--- src/hw/acr_regs.svh ---
`ifndef ACR_REGS_SVH
`define ACR_REGS_SVH

// Register byte offsets, low address byte only
`define ACR_OFF_STATUS    8'h00
`define ACR_OFF_RES_HIGH  8'h04
`define ACR_OFF_RES_LOW   8'h08
`define ACR_OFF_CLK_CFG   8'h0C
`define ACR_ADDR_DEC      7:0

// Status and control fields
`define ACR_STS_FLAG      7
`define ACR_STS_IRQ_EN    6
`define ACR_STS_CONT      5
`define ACR_STS_CHAN      4:0
`define ACR_STS_RESET     8'h1F

// Clock configuration fields
`define ACR_CLK_DIV       7:5
`define ACR_CLK_SRC       4
`define ACR_CLK_MODE      3:2
`define ACR_CLK_RESET     8'h04
`define ACR_CLK_DIV_RESET 3'h0

// Channel codes
`define ACR_CH_POWER_OFF  5'h1F
`define ACR_CH_PIN_LAST   5'h07
`define ACR_CH_TEST       5'h1B
`define ACR_CH_REF_HIGH   5'h1D
`define ACR_CH_REF_LOW    5'h1E

// Converter clock periods in one conversion
`define ACR_CONV_TICKS    5'h10
// Prescaler terminal count for the divide by 16 setting
`define ACR_DIV16_LAST    4'hF

`endif

--- src/hw/acr_pkg.sv ---
package acr_pkg;

   typedef enum logic [1:0] {
      acr_mode_trunc8      = 2'b00,
      acr_mode_right       = 2'b01,
      acr_mode_left        = 2'b10,
      acr_mode_left_signed = 2'b11
   } acr_mode_t;

   typedef enum logic [1:0] {
      acr_idle    = 2'b00,
      acr_sync    = 2'b01,
      acr_convert = 2'b10
   } acr_state_t;

endpackage

--- src/hw/acr_div_if.sv ---
`timescale 1ns/1ps
interface acr_div_if;
   logic       osc_tick;
   logic       src_bus;
   logic [2:0] prescale;
   logic       conv_tick;

   modport ctl (output osc_tick, output src_bus, output prescale, input conv_tick);
   modport div (input osc_tick, input src_bus, input prescale, output conv_tick);
endinterface

--- src/hw/acr_clkdiv.sv ---
`timescale 1ns/1ps
`include "acr_regs.svh"
module acr_clkdiv (
   // Clock and reset
   input  wire logic clk_in,
   input  wire logic rst_b_in,
   // Divider controls and tick
   acr_div_if.div    div_if
);

   logic [3:0] cnt_reg;
   logic [3:0] cnt_next;
   logic       tick_reg;

   function automatic logic [3:0] div_last(input logic [2:0] sel);
      logic [3:0] one;
      one = 4'h1;
      if (sel[2])
         div_last = `ACR_DIV16_LAST;
      else
         div_last = 4'((one << sel[1:0]) - one);
   endfunction

   // Input clock is the bus clock or the oscillator tick
   wire       src_tick = div_if.src_bus | div_if.osc_tick;
   wire [3:0] last     = div_last(div_if.prescale);
   wire       wrap     = src_tick & (cnt_reg >= last);

   assign cnt_next = wrap ? 4'h0 : (src_tick ? 4'(cnt_reg + 4'h1) : cnt_reg);
   assign div_if.conv_tick = tick_reg;

   always_ff @(posedge clk_in or negedge rst_b_in) begin
      if (!rst_b_in) begin
         cnt_reg  <= 4'h0;
         tick_reg <= 1'b0;
      end else begin
         cnt_reg  <= cnt_next;
         tick_reg <= wrap;
      end
   end
endmodule

--- src/hw/acr_top.sv ---
// Behaviour
// - Status write aborts and restarts conversion
// - Flag sets per conversion; continuous: first only
// - Flag clears on status write or data read
// - Interrupt enabled: flag is plain read/write
// - Interrupt request at end; read/write clears
// - Reset clears interrupt enable
// - Continuous bit repeats conversions; else one
// - Five-bit channel code, pins zero to seven
// - All-ones channel powers converter off
// - Reference, test and unknown channel codes
// - First conversion after power-up is discarded
// - Left format: eight high, two low
// - Right format: two high, eight low
// - Signed left format inverts result msb
// - Truncation: low holds eight msbs, no interlock
// - High read freezes low until low read
// - Prescaler divides by 1,2,4,8,16
// - Source bit: bus clock or oscillator
// - Justification codes; reset gives right format
// - Conversion lasts 16 to 17 converter clocks
// - Continuous results overwrite unread results
//
// The register addresses and the AHB-Lite interface to the registers were decided locally.
`timescale 1ns/1ps
`include "acr_regs.svh"
module acr_top (
   // Clock and reset
   input  wire logic        clk_in,
   input  wire logic        rst_b_in,
   // AHB-Lite slave
   input  wire logic        hsel_in,
   input  wire logic [31:0] haddr_in,
   input  wire logic [1:0]  htrans_in,
   input  wire logic        hwrite_in,
   input  wire logic [2:0]  hsize_in,
   input  wire logic [31:0] hwdata_in,
   input  wire logic        hready_in,
   output logic      [31:0] hrdata_out,
   output logic             hreadyout_out,
   output logic             hresp_out,
   // External oscillator clock as a one-cycle tick
   input  wire logic        ext_osc_tick_in,
   // Analog core
   output logic             conv_start_out,
   output logic      [4:0]  conv_channel_out,
   output logic             conv_tick_out,
   output logic             conv_power_down_out,
   input  wire logic [9:0]  conv_result_in,
   input  wire logic        conv_done_in,
   // Interrupt request
   output logic             irq_req_out
);

   // Bus data phase state
   logic                   wr_pend_reg;
   logic [7:0]             wr_addr_reg;
   logic                   rd_pend_reg;
   logic [7:0]             rd_addr_reg;
   logic [31:0]            hrdata_reg;

   // Status and control register fields
   logic                   flag_reg;
   logic                   flag_next;
   logic                   irq_en_reg;
   logic                   cont_reg;
   logic [4:0]             chan_reg;

   // Clock configuration fields
   logic [2:0]             div_reg;
   logic                   src_reg;
   acr_pkg::acr_mode_t     mode_reg;

   // Sequencer and result state
   acr_pkg::acr_state_t    state_reg;
   acr_pkg::acr_state_t    state_next;
   logic [4:0]             tick_cnt_reg;
   logic [4:0]             tick_cnt_next;
   logic                   start_reg;
   logic                   warm_reg;
   logic                   first_reg;
   logic                   lock_reg;
   logic                   lock_next;
   logic                   irq_reg;
   logic                   irq_next;
   logic [9:0]             raw_reg;

   acr_div_if div_if ();

   acr_clkdiv u_div (
      .clk_in   (clk_in),
      .rst_b_in (rst_b_in),
      .div_if   (div_if.div)
   );

   assign div_if.osc_tick = ext_osc_tick_in;
   assign div_if.src_bus  = src_reg;
   assign div_if.prescale = div_reg;
   wire   conv_tick       = div_if.conv_tick;

   // Result formatting for the high byte
   function automatic logic [7:0] fmt_high(input logic [9:0] raw,
                                           input acr_pkg::acr_mode_t mode);
      case (mode)
         acr_pkg::acr_mode_trunc8:      fmt_high = 8'h00;
         acr_pkg::acr_mode_right:       fmt_high = {6'h00, raw[9:8]};
         acr_pkg::acr_mode_left:        fmt_high = raw[9:2];
         acr_pkg::acr_mode_left_signed: fmt_high = {~raw[9], raw[8:2]};
         default:                       fmt_high = 8'h00;
      endcase
   endfunction

   // Result formatting for the low byte
   function automatic logic [7:0] fmt_low(input logic [9:0] raw,
                                          input acr_pkg::acr_mode_t mode);
      case (mode)
         acr_pkg::acr_mode_trunc8: fmt_low = raw[9:2];
         acr_pkg::acr_mode_right:  fmt_low = raw[7:0];
         default:                  fmt_low = {raw[1:0], 6'h00};
      endcase
   endfunction

   // Address phase acceptance
   wire addr_ok   = hsel_in & htrans_in[1] & hready_in;
   wire wr_accept = addr_ok & hwrite_in;
   wire rd_accept = addr_ok & ~hwrite_in;
   wire [7:0] wd  = hwdata_in[7:0];

   // Write strobes in the data phase
   wire wr_sts = wr_pend_reg & (wr_addr_reg == `ACR_OFF_STATUS);
   wire wr_clk = wr_pend_reg & (wr_addr_reg == `ACR_OFF_CLK_CFG);

   // Read side effects take place when the read data is captured
   wire rd_high = rd_pend_reg & (rd_addr_reg == `ACR_OFF_RES_HIGH);
   wire rd_low  = rd_pend_reg & (rd_addr_reg == `ACR_OFF_RES_LOW);
   wire data_rd = rd_high | rd_low;

   wire [7:0] sts_word = {flag_reg, irq_en_reg, cont_reg, chan_reg};
   wire [7:0] clk_word = {div_reg, src_reg, mode_reg, 2'b00};
   wire [7:0] rd_byte;
   assign rd_byte =
      (rd_addr_reg == `ACR_OFF_STATUS)   ? sts_word :
      (rd_addr_reg == `ACR_OFF_RES_HIGH) ? fmt_high(raw_reg, mode_reg) :
      (rd_addr_reg == `ACR_OFF_RES_LOW)  ? fmt_low(raw_reg, mode_reg) :
      (rd_addr_reg == `ACR_OFF_CLK_CFG)  ? clk_word : 8'h00;

   // One wait state on reads, none on writes
   assign hreadyout_out = ~rd_pend_reg;
   assign hresp_out     = 1'b0;
   assign hrdata_out    = hrdata_reg;

   always_ff @(posedge clk_in or negedge rst_b_in) begin
      if (!rst_b_in) begin
         wr_pend_reg <= 1'b0;
         wr_addr_reg <= 8'h00;
         rd_pend_reg <= 1'b0;
         rd_addr_reg <= 8'h00;
         hrdata_reg  <= 32'h0000_0000;
      end else begin
         wr_pend_reg <= wr_accept;
         rd_pend_reg <= rd_accept;
         if (wr_accept)
            wr_addr_reg <= haddr_in[`ACR_ADDR_DEC];
         if (rd_accept)
            rd_addr_reg <= haddr_in[`ACR_ADDR_DEC];
         if (rd_pend_reg)
            hrdata_reg <= {24'h00_0000, rd_byte};
      end
   end

   // Channel decode
   wire new_off   = wd[`ACR_STS_CHAN] == `ACR_CH_POWER_OFF;
   wire power_off = chan_reg == `ACR_CH_POWER_OFF;
   // Reference, test and unused codes are resolved by the analog mux
   assign conv_channel_out    = chan_reg;
   assign conv_power_down_out = power_off;
   assign conv_start_out      = start_reg;
   assign conv_tick_out       = conv_tick;

   // Conversion end after the full count of converter clocks
   wire conv_end    = (state_reg == acr_pkg::acr_convert) & conv_done_in &
                      (tick_cnt_reg == `ACR_CONV_TICKS);
   wire conv_end_ok = conv_end & ~warm_reg;
   wire store       = conv_end_ok & ~lock_reg;

   // Flag and interrupt set conditions
   wire flag_set = conv_end_ok & ~irq_en_reg & (~cont_reg | first_reg);
   wire irq_set  = conv_end_ok & irq_en_reg;

   always_comb begin
      if (flag_set)
         flag_next = 1'b1;
      else if (wr_sts)
         flag_next = wd[`ACR_STS_IRQ_EN] & wd[`ACR_STS_FLAG];
      else if (data_rd & ~irq_en_reg)
         flag_next = 1'b0;
      else
         flag_next = flag_reg;
   end

   always_comb begin
      if (irq_set)
         irq_next = 1'b1;
      else if (wr_sts | data_rd)
         irq_next = 1'b0;
      else
         irq_next = irq_reg;
   end

   // High read locks the low byte except in truncation format
   always_comb begin
      if (rd_high & (mode_reg != acr_pkg::acr_mode_trunc8))
         lock_next = 1'b1;
      else if (rd_low | (mode_reg == acr_pkg::acr_mode_trunc8))
         lock_next = 1'b0;
      else
         lock_next = lock_reg;
   end

   // Sequencer
   always_comb begin
      state_next = state_reg;
      if (wr_sts)
         state_next = new_off ? acr_pkg::acr_idle : acr_pkg::acr_sync;
      else if (power_off)
         state_next = acr_pkg::acr_idle;
      else begin
         case (state_reg)
            acr_pkg::acr_sync: begin
               if (conv_tick)
                  state_next = acr_pkg::acr_convert;
            end
            acr_pkg::acr_convert: begin
               // A discarded settling conversion is always followed by another
               if (conv_end)
                  state_next = (cont_reg | warm_reg) ? acr_pkg::acr_sync :
                                                       acr_pkg::acr_idle;
            end
            default: begin
               state_next = acr_pkg::acr_idle;
            end
         endcase
      end
   end

   always_comb begin
      if (state_reg != acr_pkg::acr_convert)
         tick_cnt_next = 5'h00;
      else if (conv_tick & (tick_cnt_reg < `ACR_CONV_TICKS))
         tick_cnt_next = 5'(tick_cnt_reg + 5'h01);
      else
         tick_cnt_next = tick_cnt_reg;
   end

   always_ff @(posedge clk_in or negedge rst_b_in) begin
      if (!rst_b_in) begin
         flag_reg     <= 1'b0;
         irq_en_reg   <= 1'b0;
         cont_reg     <= 1'b0;
         chan_reg     <= `ACR_CH_POWER_OFF;
         state_reg    <= acr_pkg::acr_idle;
         tick_cnt_reg <= 5'h00;
         start_reg    <= 1'b0;
         irq_reg      <= 1'b0;
         lock_reg     <= 1'b0;
         first_reg    <= 1'b0;
      end else begin
         flag_reg     <= flag_next;
         state_reg    <= state_next;
         tick_cnt_reg <= tick_cnt_next;
         start_reg    <= (state_reg == acr_pkg::acr_sync) & conv_tick & ~wr_sts;
         irq_reg      <= irq_next;
         lock_reg     <= lock_next;
         if (wr_sts) begin
            irq_en_reg <= wd[`ACR_STS_IRQ_EN];
            cont_reg   <= wd[`ACR_STS_CONT];
            chan_reg   <= wd[`ACR_STS_CHAN];
            first_reg  <= 1'b1;
         end else if (conv_end_ok)
            first_reg  <= 1'b0;
      end
   end

   always_ff @(posedge clk_in or negedge rst_b_in) begin
      if (!rst_b_in) begin
         div_reg  <= `ACR_CLK_DIV_RESET;
         src_reg  <= 1'b0;
         mode_reg <= acr_pkg::acr_mode_right;
      end else if (wr_clk) begin
         div_reg  <= wd[`ACR_CLK_DIV];
         src_reg  <= wd[`ACR_CLK_SRC];
         mode_reg <= acr_pkg::acr_mode_t'(wd[`ACR_CLK_MODE]);
      end
   end

   // Settling state and result store
   always_ff @(posedge clk_in or negedge rst_b_in) begin
      if (!rst_b_in) begin
         warm_reg <= 1'b1;
         raw_reg  <= 10'h000;
      end else begin
         if (power_off)
            warm_reg <= 1'b1;
         else if (conv_end)
            warm_reg <= 1'b0;
         if (store)
            raw_reg <= conv_result_in;
      end
   end

   assign irq_req_out = irq_reg;
endmodule

--- config.mk ---
export PLATFORM = sky130hd
export DESIGN_NAME = acr_top
export DESIGN_NICKNAME = d
export VERILOG_FILES = /design/src/hw/acr_pkg.sv /design/src/hw/acr_div_if.sv /design/src/hw/acr_clkdiv.sv /design/src/hw/acr_top.sv
export VERILOG_INCLUDE_DIRS = /design/src /design/src/hw
export SDC_FILE = /design/constraint.sdc
export NUM_CORES = 1
export LEC_CHECK = 0
export BUFFER_PORTS_ARGS = -buffer_cell sky130_fd_sc_hd__buf_2
export CORE_MARGIN = 4
export CORE_UTILIZATION = 39
export CTS_CLUSTER_DIAMETER = 120
export DETAILED_ROUTE_END_ITERATION = 16
export GPL_TIMING_DRIVEN = 0
export HOLD_SLACK_MARGIN = 0.02
export PLACE_DENSITY = 0.65
export REMOVE_ABC_BUFFERS = 1
export SLEW_MARGIN = 10
export SYNTH_ARGS = -nofsm -noshare
export SYNTH_HDL_FRONTEND = slang
export SYNTH_SLANG_ARGS = --single-unit
--- constraint.sdc ---
create_clock -name clk_in -period 1.8 [get_ports clk_in]
set_input_delay 0.18 -clock clk_in [delete_from_list [all_inputs] [get_ports clk_in]]
set_output_delay 0.18 -clock clk_in [all_outputs]
set_load 0.005 [all_outputs]
==> results.cfg <==
[global_routing]
antenna_found_initial = 0
grt_use_total_pct = 15.2
use_met1_pct = 18.7
met2_usage_pct = 25.3
grt_start_max_net_pins = 66
met3_usage_pct = 5.82
grt_overflow = 0
grt_pass1_vias = 2569
grt_pass1_wl_um = 12400
gr-max-usage-layer = met2

[job]
drv_cap = 0

[yosys]
synth.area.mux_share_pct = 9.34
synth.avg_cell_area_sq_um = 9.89
synth_top_family_by_area = simple AND/OR/NAND/NOR gates
syn_area_sq_um = 3510
synth_compound_area_share_pct = 10.2
synthAdderAreaFrac_pct = 2.49
synthFlopType = dfrtp_1
ys_types = 54
async_flop_share_pct = 100
ys_seq_area_share_pct = 48.0
synth-simple-area-share_pct = 19.9
ys_ff_latch = 67
synthXorXnorAreaFrac_pct = 1.50
postSynthCellCount = 355
yosysWarningCount = 0
synth_edf_count = 0

[clocking]
clockBufferDepth = 2
numCtsBuffers = 9
cts_tree = yes
cts_sinks = 67
path_clk_slew_ns = 0.07
cts-root-buf = clkbuf_8
clkLatencyLatePin_ns = 0.34
h-tree-depth = 3

[power_and_ir_drop]
p_sw_w = 0.00124
seq_power_share_pct = 49.6
pwr-share-clk_pct = 30.6
peakVddDrop_mv = 0.498
power.leakage_nw = 1.97
power_per_cell_area_nw_per_um2 = 1030
switching_share_pct = 29.6
p_int_w = 0.00295
p_comb_share_pct = 19.8
total_power_w = 0.00419

[die]
fp.dieH_um = 103
boundaryPins = 129
die_w_um = 103
core_sq_um = 8720
initial_core_util_pct = 40.3
die-area_sq_um = 10600
placementRows = 34

[layout]
area_growth_pct = 15.9
fillers = 836
nets = 506
largest_reg_flops = 10
diodes = 0
drive_above_1_share_pct = 24.4
design_area_sq_um = 4070
final_util_pct = 46.6

[critical_path]
path_buf_inv = 1
cp-start-kind = flop
end_kind = flop
crit_chain = or3_1, ha_1, inv_1, a21boi_1, o21ai_1, a21oi_2, o21ai_1
max_stage_delay_ns = 0.38
crit_slowest_cell = dfrtp_1
crit_required_ns = 2.01
worst_path_most_repeated_cell = o21ai_1
path_class = reg2reg
cp_top_family = compound AO/OA/AOI/OAI gates
cp.arrival_ns = 1.98
path_max_fanout = 5

[sta]
final_hold_viol_count = 0
fin_crit_ns = 1.77
skew_ns = 0.00960
finalCritPeriodShare_pct = 98.5
fmax_mhz = 564
worst_pin_slew_ns = 0.816
setup_viol = 0
slew_headroom_pct = 45.6
rsz0062_at_grt = yes
drv_slew = 0

[place]
io_buffer_count = 51
place.gp.congestion = 0.756
place_area_sq_um = 3760
dpl.hpwl_um = 5560

[route]
drt-total-wl_um = 7610
drc_errors = 0
dr.pass1.iters = 4
drt-wirelength-per-cell_um = 14.5
ant_nets = 0
drt-initial-drc-count = 124
vias = 2621
viasPerCell = 4.98

[run_status]
status = finished, final reports clean

[min_path]
hp-class = in2reg
routing by layer:
metal / up-vias / wire [um]
li1: 1284 / -
met1: 1271 / 3270
met2: 56 / 3780
met3: 10 / 476
met4: 0 / 93
met5: - / 0
through the flow:
step	setup WS, ns	hold WS, ns	std cells	TNS, ns
floorplan	-0.0180	-0.116	341	-0.180
global placement	-0.269	0.395	500	-2.84
detailed placement	-0.285	-0.0138	501	-3.15
CTS	0.0193	0.0293	520	0
global route	-0.0622	0.0298	526	-0.264
finish	0.0272	0.0442	526	0
final cells by class:
cell class	count	area (sq um)	area share, %
Timing Repair Buffer	61	368	9.04
Inverter	9	33.8	0.831
Tap cell	108	135	3.32
Clock inverter	1	30.0	0.738
Multi-Input combinational cell	265	1640	40.2
Sequential cell	67	1690	41.5
Clock buffer	15	176	4.34
worst min-delay path: stages:
cell	delay [ns]
buf_2	0.09
nand2_1	0.04
nand2_1	0.04
worst paths after layout:
kind | start | end | slack (ns) | cells past startpoint
worst max-delay path | div_if.prescale[1] | u_div.cnt_reg[0] | 0.03 | 7
worst min-delay path | haddr_in[5] | wr_addr_reg[5] | 0.04 | 3
max in group asynchronous | rst_b_in | conv_channel_out[4] | 1.08 | 3
min in group asynchronous | rst_b_in | rd_addr_reg[5] | 0.18 | 2
worst min register to register | rd_addr_reg[1] | rd_addr_reg[1] | 0.48 | 2
worst max register to register | div_if.prescale[1] | u_div.cnt_reg[0] | 0.03 | 7
Yosys cell counts (all sizes together), types with 2 or more instances:
cell type,n,area (sq um)
nand2,88,330
dfrtp,60,1500
buf,34,248
nor2,19,71.3
mux2,16,218
a21oi,12,60.1
mux2i,11,110
o21ai,11,55.1
nor2b,8,57.6
dfstp,7,184
ha,7,87.6
inv,7,26.3
nand3,6,35.0
nor3,6,30.0
a22oi,5,37.5
a32o,4,40.0
clkbuf,4,15.0
nand4,4,25.0
o22ai,4,25.0
xor2,4,35.0
a22o,3,26.3
and3,3,18.8
nor4b,3,47.5
a211oi,2,15.0
a311o,2,20.0
clkinv,2,7.51
o211ai,2,15.0
or3,2,12.5
xnor2,2,17.5
cells in the final DEF (no fill, tap or decap), drive strengths merged, types with 3 or more instances in the layout:
| cell | count |
|---|---|
| a22o | 3 |
| a21oi | 12 |
| and3 | 3 |
| mux2i | 11 |
| nor3 | 6 |
| a32o | 4 |
| a22oi | 5 |
| o22ai | 4 |
| nand2 | 88 |
| nor2 | 19 |
| nand4 | 4 |
| inv | 7 |
| dfstp | 7 |
| o21ai | 11 |
| dfrtp | 60 |
| conb | 25 |
| buf | 60 |
| ha | 7 |
| mux2 | 16 |
| clkbuf | 15 |
| nor4b | 3 |
| xor2 | 4 |
| nand3 | 6 |
| nor2b | 8 |
cell families (layout without fill, tap and decap cells):
logic type,Yosys count,after routing
AOI/OAI and AO/OA,52,52
xor gates and xnor gates,6,6
adders and majority gates,7,7
buffers and inverters,47,86
DFF,67,67
muxes,27,27
other,1,25
and+or+nand+nor,148,148
power groups by stage:
| stage | Combinational, W | Clock [W] | Sequential [W] |
|---|---|---|---|
| 5_1_grt | 0.000959 | 0.00138 | 0.00212 |
| 4_1_cts | 0.000822 | 0.00132 | 0.00208 |
| 6_report | 0.000830 | 0.00128 | 0.00208 |
| 3_3_place_gp | 0.000768 | 0 | 0.00210 |
| 2_1_floorplan | 0.000505 | 0 | 0.00203 |
| 3_5_place_dp | 0.000806 | 0 | 0.00210 |
what timing repair did:
action,in CTS,in global routing
setup endpoints to repair,16,12
endpoints found under the hold margin,60,0
pin swaps,1,6
setup buffers,2,6
gates resized for setup,3,7
hold buffers,1,0
No activity file was read; power rests on OpenSTA's default activity.
